--- config.mk ---
export PLATFORM = sky130hd
export DESIGN_NAME = cmc_mode_control
export DESIGN_NICKNAME = d
export VERILOG_FILES = /design/src/hw/cmc_pkg.sv /design/src/hw/cmc_recessive_counter.sv /design/src/hw/cmc_mode_control.sv
export VERILOG_INCLUDE_DIRS = /design/src /design/src/hw
export SDC_FILE = /design/constraint.sdc
export NUM_CORES = 1
export LEC_CHECK = 0
export ABC_AREA = 1
export BUFFER_PORTS_ARGS = -buffer_cell sky130_fd_sc_hd__buf_2
export CORE_MARGIN = 4
export CORE_UTILIZATION = 59
export CTS_BUF_LIST = sky130_fd_sc_hd__clkbuf_16
export DETAILED_ROUTE_END_ITERATION = 10
export PLACE_DENSITY = 0.82
export SLEW_MARGIN = 5
export SYNTH_ARGS = -nofsm -noshare
export SYNTH_HDL_FRONTEND = slang
export SYNTH_SLANG_ARGS = --single-unit
--- constraint.sdc ---
create_clock -name ref_clk -period 2.7 [get_ports ref_clk]
set_input_delay 0.54 -clock ref_clk [delete_from_list [all_inputs] [get_ports ref_clk]]
set_output_delay 0.54 -clock ref_clk [all_outputs]
set_load 0.05 [all_outputs]
--- src/hw/cmc_defs.svh ---
// What this block does
// - Init request aborts traffic, drops sync, then raises init acknowledge.
// - After init clears, not bus-off: synced after 11 recessive bits.
// - After init clears in bus-off: wait 128 runs of 11 recessive bits.
// - Init request cannot be cleared before init acknowledge is set.
// - Transmit pin goes recessive at once when init is requested.
// - Init request bit: 0 normal operation, 1 initialization mode.
// - Second control register writable only while request and acknowledge set.
// - Module enable write-once in normal mode, repeatable in special mode.
// - Second control bit 7 enables the controller when 1.
// - Second control bit 6: 0 oscillator clock, 1 bus clock.
// - Second control bit 5 loops transmitter stream back to receiver.
// - In loopback receive pin ignored, transmit pin held recessive.
// - In loopback acknowledge slot ignored, own frame accepted as received.
// - In loopback transmit and receive events still raised.
`ifndef CMC_DEFS_SVH
`define CMC_DEFS_SVH

// ----------------------------------------------------------------
// Register offsets
// ----------------------------------------------------------------
`define CMC_OFS_CTL_FIRST  8'h00
`define CMC_OFS_CTL_SECOND 8'h01
`define CMC_OFS_IRQ_STATUS 8'h02
`define CMC_OFS_IRQ_CLEAR  8'h03
`define CMC_OFS_IRQ_ENABLE 8'h04

// ----------------------------------------------------------------
// Field positions
// ----------------------------------------------------------------
`define CMC_BIT_INIT_REQ   0
`define CMC_BIT_SLEEP_REQ  1
`define CMC_BIT_INIT_ACK   0
`define CMC_BIT_SLEEP_ACK  1
`define CMC_BIT_LOOPBACK   5
`define CMC_BIT_CLK_SRC    6
`define CMC_BIT_ENABLE     7

`define CMC_IRQ_INIT_ENTER 0
`define CMC_IRQ_SYNCED     1
`define CMC_IRQ_TX_DONE    2
`define CMC_IRQ_RX_DONE    3
`define CMC_IRQ_BITS       4

// ----------------------------------------------------------------
// Reset values and counts
// ----------------------------------------------------------------
`define CMC_RST_INIT_REQ   1'b1
`define CMC_RECESSIVE_RUN  11
`define CMC_BUSOFF_RUNS    128
`define CMC_RECESSIVE      1'b1

`endif

--- src/hw/cmc_pkg.sv ---
package cmc_pkg;

  typedef enum logic [1:0] {
    CMC_ST_RUN,
    CMC_ST_ABORT,
    CMC_ST_INIT,
    CMC_ST_SYNC
  } cmc_mode_e;

  // Events reported by the protocol engine
  typedef struct packed {
    logic tx_done;
    logic rx_done;
  } cmc_engine_evt_s;

  // Controls handed to the protocol engine
  typedef struct packed {
    logic abort;
    logic enable;
    logic synced;
    logic loopback;
    logic ack_ignore;
    logic clk_src_bus;
    logic rx_bit;
  } cmc_engine_ctl_s;

endpackage

--- src/hw/cmc_recessive_counter.sv ---
`timescale 1ns/1ps
`default_nettype none
`include "cmc_defs.svh"

module cmc_recessive_counter #(
  parameter int RUN_LEN = `CMC_RECESSIVE_RUN,
  parameter int OCC_W   = 8
)(
  input  wire logic             ref_clk,
  input  wire logic             arst_n,
  input  wire logic             clear,
  input  wire logic             bit_tick,
  input  wire logic             rx_bit,
  input  wire logic [OCC_W:0]   target,
  output logic                  done
);

  localparam int RUN_W = $clog2(RUN_LEN + 1);

  logic [RUN_W-1:0] run_reg;
  logic [OCC_W:0]   occ_reg;
  logic             run_full;

  assign run_full = (run_reg == RUN_W'(RUN_LEN - 1));

  // ----------------------------------------------------------------
  // Run of recessive bits; any dominant bit restarts it
  // ----------------------------------------------------------------
  always_ff @(posedge ref_clk or negedge arst_n)
  begin
    if (!arst_n)
      run_reg <= '0;
    else if (clear)
      run_reg <= '0;
    else if (bit_tick)
    begin
      if (rx_bit != `CMC_RECESSIVE || run_full)
        run_reg <= '0;
      else
        run_reg <= run_reg + RUN_W'(1);
    end
  end

  // ----------------------------------------------------------------
  // Occurrences of full runs
  // ----------------------------------------------------------------
  always_ff @(posedge ref_clk or negedge arst_n)
  begin
    if (!arst_n)
      occ_reg <= '0;
    else if (clear)
      occ_reg <= '0;
    else if (bit_tick && rx_bit == `CMC_RECESSIVE && run_full && !done)
      occ_reg <= occ_reg + (OCC_W+1)'(1);
  end

  assign done = (occ_reg >= target) && (target != '0);

endmodule
`default_nettype wire

--- src/hw/cmc_mode_control.sv ---
`timescale 1ns/1ps
`default_nettype none
`include "cmc_defs.svh"

module cmc_mode_control (
  input  wire logic                     ref_clk,
  input  wire logic                     arst_n,
  // Register port
  input  wire logic [7:0]               reg_addr,
  input  wire logic [7:0]               reg_wdata,
  input  wire logic                     reg_wr,
  input  wire logic                     reg_rd,
  output logic [7:0]                    reg_rdata,
  // System and protocol engine side
  input  wire logic                     special_mode,
  input  wire logic                     bus_off,
  input  wire logic                     bus_idle,
  input  wire logic                     bit_tick,
  input  wire logic                     engine_tx_bit,
  input  wire cmc_pkg::cmc_engine_evt_s engine_evt,
  output cmc_pkg::cmc_engine_ctl_s      engine_ctl,
  // Pins
  input  wire logic                     bus_rx_pin,
  output logic                          bus_tx_pin,
  output logic                          irq
);

  import cmc_pkg::*;

  localparam int OCC_W = 8;

  cmc_mode_e         mode_reg;
  cmc_mode_e         mode_next;
  logic              init_request_reg;
  logic              init_request_next;
  logic              init_ack_reg;
  logic              sleep_request_reg;
  logic              sleep_ack_reg;
  logic              module_enable_reg;
  logic              enable_written_reg;
  logic              clock_source_select_reg;
  logic              loopback_select_reg;
  logic              synced_reg;
  logic              abort_reg;
  logic              rx_meta_reg;
  logic              rx_sync_reg;
  logic              rx_bit;
  logic              tx_next;
  logic [OCC_W:0]    target_reg;
  logic              sync_done;
  logic              in_init;
  logic [`CMC_IRQ_BITS-1:0] status_reg;
  logic [`CMC_IRQ_BITS-1:0] enable_reg;
  logic [`CMC_IRQ_BITS-1:0] event_set;
  logic [`CMC_IRQ_BITS-1:0] event_clr;
  logic [7:0]        rdata_reg;

  // ----------------------------------------------------------------
  // Address decode
  // ----------------------------------------------------------------
  function automatic logic hit(input logic [7:0] addr,
                               input logic [7:0] ofs);
    hit = (addr == ofs);
  endfunction

  logic wr_first;
  logic wr_second;
  logic wr_clear;
  logic wr_enable;

  assign wr_first  = reg_wr && hit(reg_addr, `CMC_OFS_CTL_FIRST);
  assign wr_second = reg_wr && hit(reg_addr, `CMC_OFS_CTL_SECOND);
  assign wr_clear  = reg_wr && hit(reg_addr, `CMC_OFS_IRQ_CLEAR);
  assign wr_enable = reg_wr && hit(reg_addr, `CMC_OFS_IRQ_ENABLE);

  assign in_init = init_request_reg && init_ack_reg;

  // ----------------------------------------------------------------
  // Receive pin synchroniser
  // ----------------------------------------------------------------
  always_ff @(posedge ref_clk or negedge arst_n)
  begin
    if (!arst_n)
    begin
      rx_meta_reg <= `CMC_RECESSIVE;
      rx_sync_reg <= `CMC_RECESSIVE;
    end
    else
    begin
      rx_meta_reg <= bus_rx_pin;
      rx_sync_reg <= rx_meta_reg;
    end
  end

  // Loopback feeds the engine its own stream; pin is ignored
  assign rx_bit = loopback_select_reg ? engine_tx_bit : rx_sync_reg;

  // ----------------------------------------------------------------
  // Init request
  // ----------------------------------------------------------------
  always_comb
  begin
    init_request_next = init_request_reg;
    if (wr_first)
    begin
      if (reg_wdata[`CMC_BIT_INIT_REQ])
        init_request_next = 1'b1;
      else if (init_ack_reg)
        init_request_next = 1'b0;
    end
  end

  always_ff @(posedge ref_clk or negedge arst_n)
  begin
    if (!arst_n)
      init_request_reg <= `CMC_RST_INIT_REQ;
    else
      init_request_reg <= init_request_next;
  end

  // ----------------------------------------------------------------
  // Sleep request, acknowledged once the bus is idle
  // ----------------------------------------------------------------
  always_ff @(posedge ref_clk or negedge arst_n)
  begin
    if (!arst_n)
    begin
      sleep_request_reg <= 1'b0;
      sleep_ack_reg     <= 1'b0;
    end
    else
    begin
      if (wr_first)
      begin
        if (reg_wdata[`CMC_BIT_SLEEP_REQ])
          sleep_request_reg <= 1'b1;
        else if (sleep_ack_reg)
          sleep_request_reg <= 1'b0;
      end
      sleep_ack_reg <= sleep_request_reg && (bus_idle || sleep_ack_reg);
    end
  end

  // ----------------------------------------------------------------
  // Mode sequencing
  // ----------------------------------------------------------------
  always_comb
  begin
    mode_next = mode_reg;
    unique case (mode_reg)
      CMC_ST_RUN:
        if (init_request_reg)
          mode_next = CMC_ST_ABORT;
      CMC_ST_ABORT:
        mode_next = CMC_ST_INIT;
      CMC_ST_INIT:
        if (!init_request_reg)
          mode_next = CMC_ST_SYNC;
      CMC_ST_SYNC:
        if (init_request_reg)
          mode_next = CMC_ST_ABORT;
        else if (sync_done)
          mode_next = CMC_ST_RUN;
    endcase
  end

  always_ff @(posedge ref_clk or negedge arst_n)
  begin
    if (!arst_n)
      mode_reg <= CMC_ST_INIT;
    else
      mode_reg <= mode_next;
  end

  // Acknowledge tracks the init state both ways
  always_ff @(posedge ref_clk or negedge arst_n)
  begin
    if (!arst_n)
      init_ack_reg <= `CMC_RST_INIT_REQ;
    else
      init_ack_reg <= (mode_next == CMC_ST_INIT);
  end

  // One-cycle abort to the engine, sync dropped with it
  always_ff @(posedge ref_clk or negedge arst_n)
  begin
    if (!arst_n)
    begin
      abort_reg  <= 1'b0;
      synced_reg <= 1'b0;
    end
    else
    begin
      abort_reg <= (mode_next == CMC_ST_ABORT);
      if (mode_next == CMC_ST_RUN)
        synced_reg <= 1'b1;
      else
        synced_reg <= 1'b0;
    end
  end

  // Bus-off state is sampled when init is left
  always_ff @(posedge ref_clk or negedge arst_n)
  begin
    if (!arst_n)
      target_reg <= (OCC_W+1)'(1);
    else if (mode_reg == CMC_ST_INIT && !init_request_reg)
      target_reg <= bus_off ? (OCC_W+1)'(`CMC_BUSOFF_RUNS)
                            : (OCC_W+1)'(1);
  end

  cmc_recessive_counter #(
    .RUN_LEN (`CMC_RECESSIVE_RUN),
    .OCC_W   (OCC_W)
  ) u_run (
    .ref_clk  (ref_clk),
    .arst_n   (arst_n),
    .clear    (mode_reg != CMC_ST_SYNC),
    .bit_tick (bit_tick && module_enable_reg),
    .rx_bit   (rx_bit),
    .target   (target_reg),
    .done     (sync_done)
  );

  // ----------------------------------------------------------------
  // Second control register
  // ----------------------------------------------------------------
  always_ff @(posedge ref_clk or negedge arst_n)
  begin
    if (!arst_n)
    begin
      clock_source_select_reg <= 1'b0;
      loopback_select_reg     <= 1'b0;
    end
    else if (wr_second && in_init)
    begin
      clock_source_select_reg <= reg_wdata[`CMC_BIT_CLK_SRC];
      loopback_select_reg     <= reg_wdata[`CMC_BIT_LOOPBACK];
    end
  end

  // Enable takes one write per reset unless in special mode
  always_ff @(posedge ref_clk or negedge arst_n)
  begin
    if (!arst_n)
    begin
      module_enable_reg  <= 1'b0;
      enable_written_reg <= 1'b0;
    end
    else if (wr_second && in_init &&
             (special_mode || !enable_written_reg))
    begin
      module_enable_reg  <= reg_wdata[`CMC_BIT_ENABLE];
      enable_written_reg <= 1'b1;
    end
  end

  // ----------------------------------------------------------------
  // Transmit pin
  // ----------------------------------------------------------------
  // Uses the request's next value so the pin goes recessive on the
  // edge that takes the write, not one cycle later.
  always_comb
  begin
    if (init_request_next || loopback_select_reg || !module_enable_reg)
      tx_next = `CMC_RECESSIVE;
    else
      tx_next = engine_tx_bit;
  end

  always_ff @(posedge ref_clk or negedge arst_n)
  begin
    if (!arst_n)
      bus_tx_pin <= `CMC_RECESSIVE;
    else
      bus_tx_pin <= tx_next;
  end

  // ----------------------------------------------------------------
  // Engine controls
  // ----------------------------------------------------------------
  always_comb
  begin
    engine_ctl             = '0;
    engine_ctl.abort       = abort_reg;
    engine_ctl.enable      = module_enable_reg;
    engine_ctl.synced      = synced_reg;
    engine_ctl.loopback    = loopback_select_reg;
    engine_ctl.ack_ignore  = loopback_select_reg;
    engine_ctl.clk_src_bus = clock_source_select_reg;
    engine_ctl.rx_bit      = rx_bit;
  end

  // ----------------------------------------------------------------
  // Interrupt status, clear and enable
  // ----------------------------------------------------------------
  // Frame events pass in loopback exactly as on the bus
  always_comb
  begin
    event_set = '0;
    event_set[`CMC_IRQ_INIT_ENTER] = (mode_next == CMC_ST_INIT) &&
                                     !init_ack_reg;
    event_set[`CMC_IRQ_SYNCED]     = (mode_reg == CMC_ST_SYNC) &&
                                     (mode_next == CMC_ST_RUN);
    event_set[`CMC_IRQ_TX_DONE]    = engine_evt.tx_done;
    event_set[`CMC_IRQ_RX_DONE]    = engine_evt.rx_done;
  end

  assign event_clr = wr_clear ? reg_wdata[`CMC_IRQ_BITS-1:0] : '0;

  // Set wins over a clear in the same cycle
  always_ff @(posedge ref_clk or negedge arst_n)
  begin
    if (!arst_n)
      status_reg <= '0;
    else
      status_reg <= (status_reg & ~event_clr) | event_set;
  end

  always_ff @(posedge ref_clk or negedge arst_n)
  begin
    if (!arst_n)
      enable_reg <= '0;
    else if (wr_enable)
      enable_reg <= reg_wdata[`CMC_IRQ_BITS-1:0];
  end

  assign irq = |(status_reg & enable_reg);

  // ----------------------------------------------------------------
  // Read port
  // ----------------------------------------------------------------
  always_comb
  begin
    rdata_reg = '0;
    if (hit(reg_addr, `CMC_OFS_CTL_FIRST))
    begin
      rdata_reg[`CMC_BIT_INIT_REQ]  = init_request_reg;
      rdata_reg[`CMC_BIT_SLEEP_REQ] = sleep_request_reg;
    end
    else if (hit(reg_addr, `CMC_OFS_CTL_SECOND))
    begin
      rdata_reg[`CMC_BIT_ENABLE]    = module_enable_reg;
      rdata_reg[`CMC_BIT_CLK_SRC]   = clock_source_select_reg;
      rdata_reg[`CMC_BIT_LOOPBACK]  = loopback_select_reg;
      rdata_reg[`CMC_BIT_SLEEP_ACK] = sleep_ack_reg;
      rdata_reg[`CMC_BIT_INIT_ACK]  = init_ack_reg;
    end
    else if (hit(reg_addr, `CMC_OFS_IRQ_STATUS))
      rdata_reg[`CMC_IRQ_BITS-1:0] = status_reg;
    else if (hit(reg_addr, `CMC_OFS_IRQ_ENABLE))
      rdata_reg[`CMC_IRQ_BITS-1:0] = enable_reg;
  end

  // Data stand only in the cycle after the strobe
  always_ff @(posedge ref_clk or negedge arst_n)
  begin
    if (!arst_n)
      reg_rdata <= '0;
    else if (reg_rd)
      reg_rdata <= rdata_reg;
    else
      reg_rdata <= '0;
  end

endmodule
`default_nettype wire

==> results of run 1 <==
==> metrics by stage <==
step	total power, W	hold WS, ps	utilization, %	std cells
floorplan	0.00114	244	-	278
global placement	0.00120	346	67.3	358
detailed placement	0.00122	347	67.3	358
CTS	0.00182	351	71.1	366
global route	0.00192	347	71.1	366
finish	0.00180	353	71.1	366
==> worst paths after layout <==
check | start | endpoint | slack, ps | depth (start not counted)
min reg2reg | rx_meta_reg | rx_sync_reg | 360 | 0
max reg2reg | target_reg[0] | u_run.occ_reg[2] | 900 | 12
max | target_reg[0] | u_run.occ_reg[2] | 900 | 12
max in group asynchronous | arst_n | reg_rdata[1] | 1710 | 1
min in group asynchronous | arst_n | status_reg[3] | 410 | 1
min | bus_rx_pin | rx_meta_reg | 350 | 1
==> power breakdown <==
| group | internal, W | leakage [nW] | total, W | switching, W |
|---|---|---|---|---|
| registers | 0.000748 | 0.560 | 0.000794 | 0.0000460 |
| clock network | 0.000339 | 0.0693 | 0.000580 | 0.000241 |
| logic | 0.000114 | 0.697 | 0.000430 | 0.000316 |
| total | 0.00120 | 1.33 | 0.00180 | 0.000603 |
==> synth_stat cells (all sizes together) (2+ instances only) <==
| master | count |
|---|---|
| nand2 | 72 |
| dfrtp | 38 |
| inv | 37 |
| nor2 | 29 |
| o21ai | 26 |
| nand3 | 13 |
| nor3 | 12 |
| buf | 10 |
| a21oi | 9 |
| dfstp | 7 |
| xor2 | 7 |
| ha | 5 |
| nand4 | 3 |
| a31oi | 2 |
| or2 | 2 |
==> area by class of cell <==
| cell class | count | share of cell area [%] |
|---|---|---|
| Multi-Input combinational cell | 185 | 36.0 |
| Clock inverter | 3 | 0.616 |
| Inverter | 38 | 5.45 |
| Clock buffer | 5 | 4.73 |
| Timing Repair Buffer | 42 | 7.95 |
| Sequential cell | 45 | 42.9 |
| Tap cell | 48 | 2.27 |
==> kinds of logic after synthesis <==
group	count (synthesis)	synth area share, %
AO/OA/AOI/OAI	39	8.95
XOR/XNOR	7	2.66
adder cells (fa/ha/maj)	5	2.71
buffers and inverters	48	9.54
flip-flops	45	49.2
other	1	0.163
AND/OR/NAND/NOR	133	26.8
==> layer usage <==
layer / track usage (%) / vias to the layer above / wire length [um]
met5: 0 / - / 0
met3: 5.26 / 11 / 255
met2: 34.6 / 45 / 2230
met1: 24.9 / 877 / 1930
li1: - / 954 / -
met4: 6.47 / 0 / 81
==> worst reg2reg max path: cells and delay by family, from the launching register on <==
family / cells / cell delay [ps]
AOI/OAI and AO/OA: 1 / 80
adders and majority gates: 1 / 220
buffers and inverters: 1 / 50
DFF: 1 / 540
and+or+nand+nor: 9 / 810
==> metrics.md, run 1 <==
| Metric | Value |
|---|---|
| Run status | complete, no violations |
| Buffers on Ports | 42 |
| Gpl congestion | 0.849 |
| Drt total wl | 4.50 mm |
| Pwr Density | 683 nW/um^2 |
| RSZ-0062 raised after global routing | no |
| Leak | 1.33 nW |
| Netlist cell types | 33 |
| Crit path buffers/inverters | 1 |
| Seq. cell area | 1130 um^2 |
| # clock sinks | 45 |
| Type of destination of the critical path | flip-flop |
| CTS tree | yes |
| Worst skew pair latency | 280 ps |
| Routed vias | 1887 |
| Clk root buf | clkbuf_16 |
| Fillers | 292 |
| Post-route cell area | 2640 um^2 |
| DRC errors left | 0 |
| Asr flop ratio synth | 100% |
| Most frequent cells in the layout | 69 x nand2_1, 42 x buf_2, 38 x dfrtp_1 |
| Slew @ Worst Pin | 942 ps |
| Worst-case vdd ir drop | 0.000592 V |
| Leading cell type in the layout, fill and taps excluded | nand2_1 |
| Fmax | 556 MHz |
| Delay-heaviest family, CP | simple AND/OR/NAND/NOR gates |
| Area of the multi-input gates | 952 um^2 |
| Row count | 22 |
| Relative slew slack | 37.2% |
| Worst path max stage delay | 540 ps |
| Top-area cell type share of the netlist area | 41.2% |
| Ant. Diodes | 0 |
| # H-tree levels | 2 |
| Gates resized, CTS repair | 0 |
| Die Ht | 70.5 um |
| Detailed Place HPWL | 3.36 mm |
| Mapped Avg Cell Area | 8.30 um^2 |
| Setup CP Type | flip-flop to flip-flop |
| Initial core utilization | 62.1% |
| Dominant cell type by area after synthesis | dfrtp_1 |
| Max FO, Critical Path | 11 |
| Critical Path RT | 2900 ps |
| Clock transition at the registers of the reported paths | 60 ps |
| Post-synth EDFFs | 0 |
| Hold Path Class | input port to flip-flop |
| CORE AREA | 3720 um^2 |
| Ranking of synthesized cells by area | dfrtp_1 41%, nand2_1 11%, dfstp_2 8.0% |
| Largest net degree at the start of global routing | 46 |
| Yosys synthesis warning count | 0 |
| Die width | 70.5 um |
| Max-slew violation total from the final report | 0 |
| Cells along the critical path | ha_1 > inv_1 > nand2_1 > nor2_1 > nand2_1 > nand2_1 > nand2_1 > nand2_1 > nand2_2 > nand2_2 > nand3_1 > o21ai_1 |
| Startpoint class of the critical path | flip-flop |
| CTS Buf Count | 5 |
| Number of flip-flops in the largest register | 9 |
| Clock Skew | 5.83 ps |
| Worst Setup Slack, final | 902 ps |
| Post-CTS Setup Inserts | 0 |
| Initial antenna violation count | 0 |
| #FFs+latches synth | 45 |
| Overall global routing resource usage | 20.1% |
| First-pass GRT wire length | 8.14 mm |
| Max-cap violations | 0 |
| Share of layout cells above drive strength 1 | 24.8% |
| Crit share post-route | 66.6% |
| Drt first pass iters | 4 |
| Final Critical Period | 1800 ps |
| Vias in the first global route | 1921 |
| Layout overhead on the synthesized area | 14.5% |
| Setup TNS | 0 ps |
| Final ANT Viol Nets | 0 |
| Primary FF master, synth | dfrtp_1 |
| Setup violators final | 0 |
| DR iter-0 viols | 125 |
| Top-Level Pins | 45 |
| Grt total ovfl | 0 |
| Seq/Total Area, Yosys | 49.2% |
| Nets | 350 |
| Area of the die | 4980 um^2 |
| Post-Syn Instances | 278 |
| Mapped Area | 2310 um^2 |
| Placed inst area | 2500 um^2 |
| Hold_buf cts | 0 |
| Via density | 5.16 |
| Slowest-stage cell, CP | dfstp_2 |
| Post-Synthesis Net Count | 311 |
| Clk buf depth | 2 |
| Worst path most repeated cell | nand2_1 |
| Drt wl/cell | 12.3 um |
| Worst EP arrival | 2000 ps |
| Post-Place Worst Slack | 936 ps |
| Hold Fails Final Rpt | 0 |
Note: power is estimated with default switching activity, not from simulation.
==> run 2: changes to the inputs <==
Settings changed: CORE_UTILIZATION 59 to 55, PLACE_DENSITY 0.82 to 0.78.
Clock period 2.7 ns to 1.7 ns, I/O delays scaled along.
==> run 2 against run 1 <==
Compared with the run above: the run now ends with negative setup slack left; global-route usage decreased by 1.5 points; register-to-register slack worse by 900 ps; via count is 2.4% higher; first-iteration DRC count grew 23%; non-clock buffer count grew 7; hold slack got worse by 340 ps; cell count increased by 2.7%; critical path type unchanged; largest cell class unchanged; highest routed layer unchanged.
==> metrics.md, run 2 (synthesized netlist as in run 1, its figures left out) <==
| Metric | Value |
|---|---|
| Max-slew violation total from the final report | 0 (unchanged) |
| Hold Fails Final Rpt | 0 (unchanged) |
| Clk root buf | clkbuf_16 |
| Setup TNS | -1.26 ps (-1.26 ps) |
| Ant. Diodes | 0 (unchanged) |
| Setup violators final | 1 (+1) |
| Critical Path RT | 1920 ps (-980 ps) |
| Worst-case vdd ir drop | 0.000869 V (+47%) |
| CTS Buf Count | 5 (unchanged) |
| Type of destination of the critical path | flip-flop |
| Nets | 358 (+2.3%) |
| First-pass GRT wire length | 7.71 mm (-5.3%) |
| RSZ-0062 raised after global routing | yes |
| Clock Skew | 5.48 ps (-0.357 ps) |
| Leak | 1.39 nW (+4.7%) |
| Die width | 72.8 um (+3.2%) |
| Vias in the first global route | 1730 (-9.9%) |
| Fmax | 588 MHz (+5.7%) |
| Number of flip-flops in the largest register | 9 (unchanged) |
| Pwr Density | 1160 nW/um^2 (+70%) |
| Clock transition at the registers of the reported paths | 60 ps (about the same) |
| Final Critical Period | 1700 ps (-96.6 ps) |
| Initial core utilization | 57.3% (-4.8 points) |
| CORE AREA | 4030 um^2 (+8.4%) |
| Final cell count without fillers | 376 (+2.7%) |
| Failing checks | negative setup slack |
| Post-Place Worst Slack | -34.4 ps (-970 ps) |
| Run status | complete, but fails checks |
| Most frequent cells in the layout | 64 x nand2_1, 42 x buf_2, 38 x dfrtp_1 |
| Overall global routing resource usage | 18.7% (-1.5 points) |
| Grt total ovfl | 0 (unchanged) |
| Crit share post-route | 100% (+33 points) |
| Clk buf depth | 2 (unchanged) |
| Share of layout cells above drive strength 1 | 31.3% (+6.4 points) |
| Worst EP arrival | 1920 ps (-80 ps) |
| Max FO, Critical Path | 3 (-8) |
| Drt total wl | 4.93 mm (+9.7%) |
| R2R Path Start | target_reg[0] |
| Drt wl/cell | 13.1 um (+6.8%) |
| Leading cell type in the layout, fill and taps excluded | nand2_1 |
| Startpoint class of the critical path | flip-flop |
| Hold_buf cts | 0 (unchanged) |
| Initial antenna violation count | 0 (unchanged) |
| Via density | 5.14 (-0.34%) |
| Detailed Place HPWL | 3.37 mm (+0.44%) |
| # H-tree levels | 2 (unchanged) |
| Area of the die | 5300 um^2 (+6.4%) |
| Gpl congestion | 0.849 (about the same) |
| Largest net degree at the start of global routing | 46 (unchanged) |
| Worst Setup Slack, final | -1.26 ps (-903 ps) |
| Top-Level Pins | 45 (unchanged) |
| Area of the multi-input gates | 1040 um^2 (+9.2%) |
| Drt first pass iters | 4 (unchanged) |
| Die Ht | 72.8 um (+3.2%) |
| Pwr Total | 0.00330 W (+83%) |
| Seq. cell area | 1130 um^2 (unchanged) |
| # clock sinks | 45 (unchanged) |
| Post-route cell area | 2830 um^2 (+7.1%) |
| Crit. Startpoint | target_reg[0] |
| Placed inst area | 2560 um^2 (+2.4%) |
| Fillers | 318 (+8.9%) |
| Max-cap violations | 0 (unchanged) |
| CTS tree | yes |
| Worst skew pair latency | 280 ps (about the same) |
| Inst Count DP | 366 (+2.2%) |
| Setup CP Type | flip-flop to flip-flop |
| Layout overhead on the synthesized area | 22.7% |
| Buffers on Ports | 42 (unchanged) |
| Routed vias | 1932 (+2.4%) |
| Final ANT Viol Nets | 0 (unchanged) |
| Row count | 23 (+4.5%) |
| DRC errors left | 0 (unchanged) |
| Hold Path Class | input port to asynchronous set/reset pin |
| DR iter-0 viols | 154 (+23%) |
[run 2: cell types whose count changed in the layout (fill, tap and decap cells not counted), moves of 3 or more]
cell,change
buf_4,+5
nand2_4,+4
nor2_1,-3
nand2_1,-5
[run 2: per-layer routing]
metal | track usage (%) | wire length (um) | part of all wire (%) | vias to the layer above
met2 | 31.4 | 2440 | 50 | 52
met3 | 3.99 | 299 | 6.1 | 8
met4 | 6.15 | 70 | 1.4 | 0
met5 | 0 | 0 | 0 | -
met1 | 23.9 | 2120 | 43 | 901
li1 | - | - | - | 971
[run 2: final timing paths]
path	depth (start not counted)	slack [ps]	end
min in group ref_clk	1	150	rx_meta_reg
worst max register to register	13	-1	u_run.occ_reg[3]
worst min register to register	0	350	rx_sync_reg
worst min-delay path	2	20	u_run.run_reg[3]
max in group asynchronous	2	1390	rx_meta_reg
worst max-delay path	13	-1	u_run.occ_reg[3]
[run 2: area by class of cell]
type	count	share of cell area, %
repair buffers	49	9.85
inverters	38	5.08
flip-flops and latches	45	40.1
multi-input cells	186	36.7
clock buffers	5	4.42
well taps	50	2.21
clock inverters	3	1.63
[run 2: metrics by stage]
stage	utilization, %	hold WS (ps)
after floorplan	-	44.4
after global placement	63.6	332
after detailed placement	63.6	338
after CTS	68.0	32.4
after global routing	70.3	38.0
final	70.3	15.8
[run 2: worst max-delay path: stages (launching register included)]
cell	delay, ps
dfstp_2	560
ha_4	200
inv_2	40
nand2_1	40
nor2_1	90
nand2_1	50
nand2_1	70
nand2_2	70
nand2_4	90
buf_6	110
nand3_4	60
nand2_1	90
nand2_1	60
nor2_2	100
[run 2: repair_timing]
item	in CTS	in global routing
pin swaps	0	10
setup endpoints to repair	6	11
cloned	0	1
buffers inserted	0	1
resized for setup	2	19
[run 2: where the power goes]
group	internal, W	total [W]	switching [W]
Sequential	0.00119	0.00126	0.0000742
Clock	0.000695	0.00111	0.000413
Combinational	0.000326	0.000925	0.000599
Total	0.00221	0.00330	0.00109
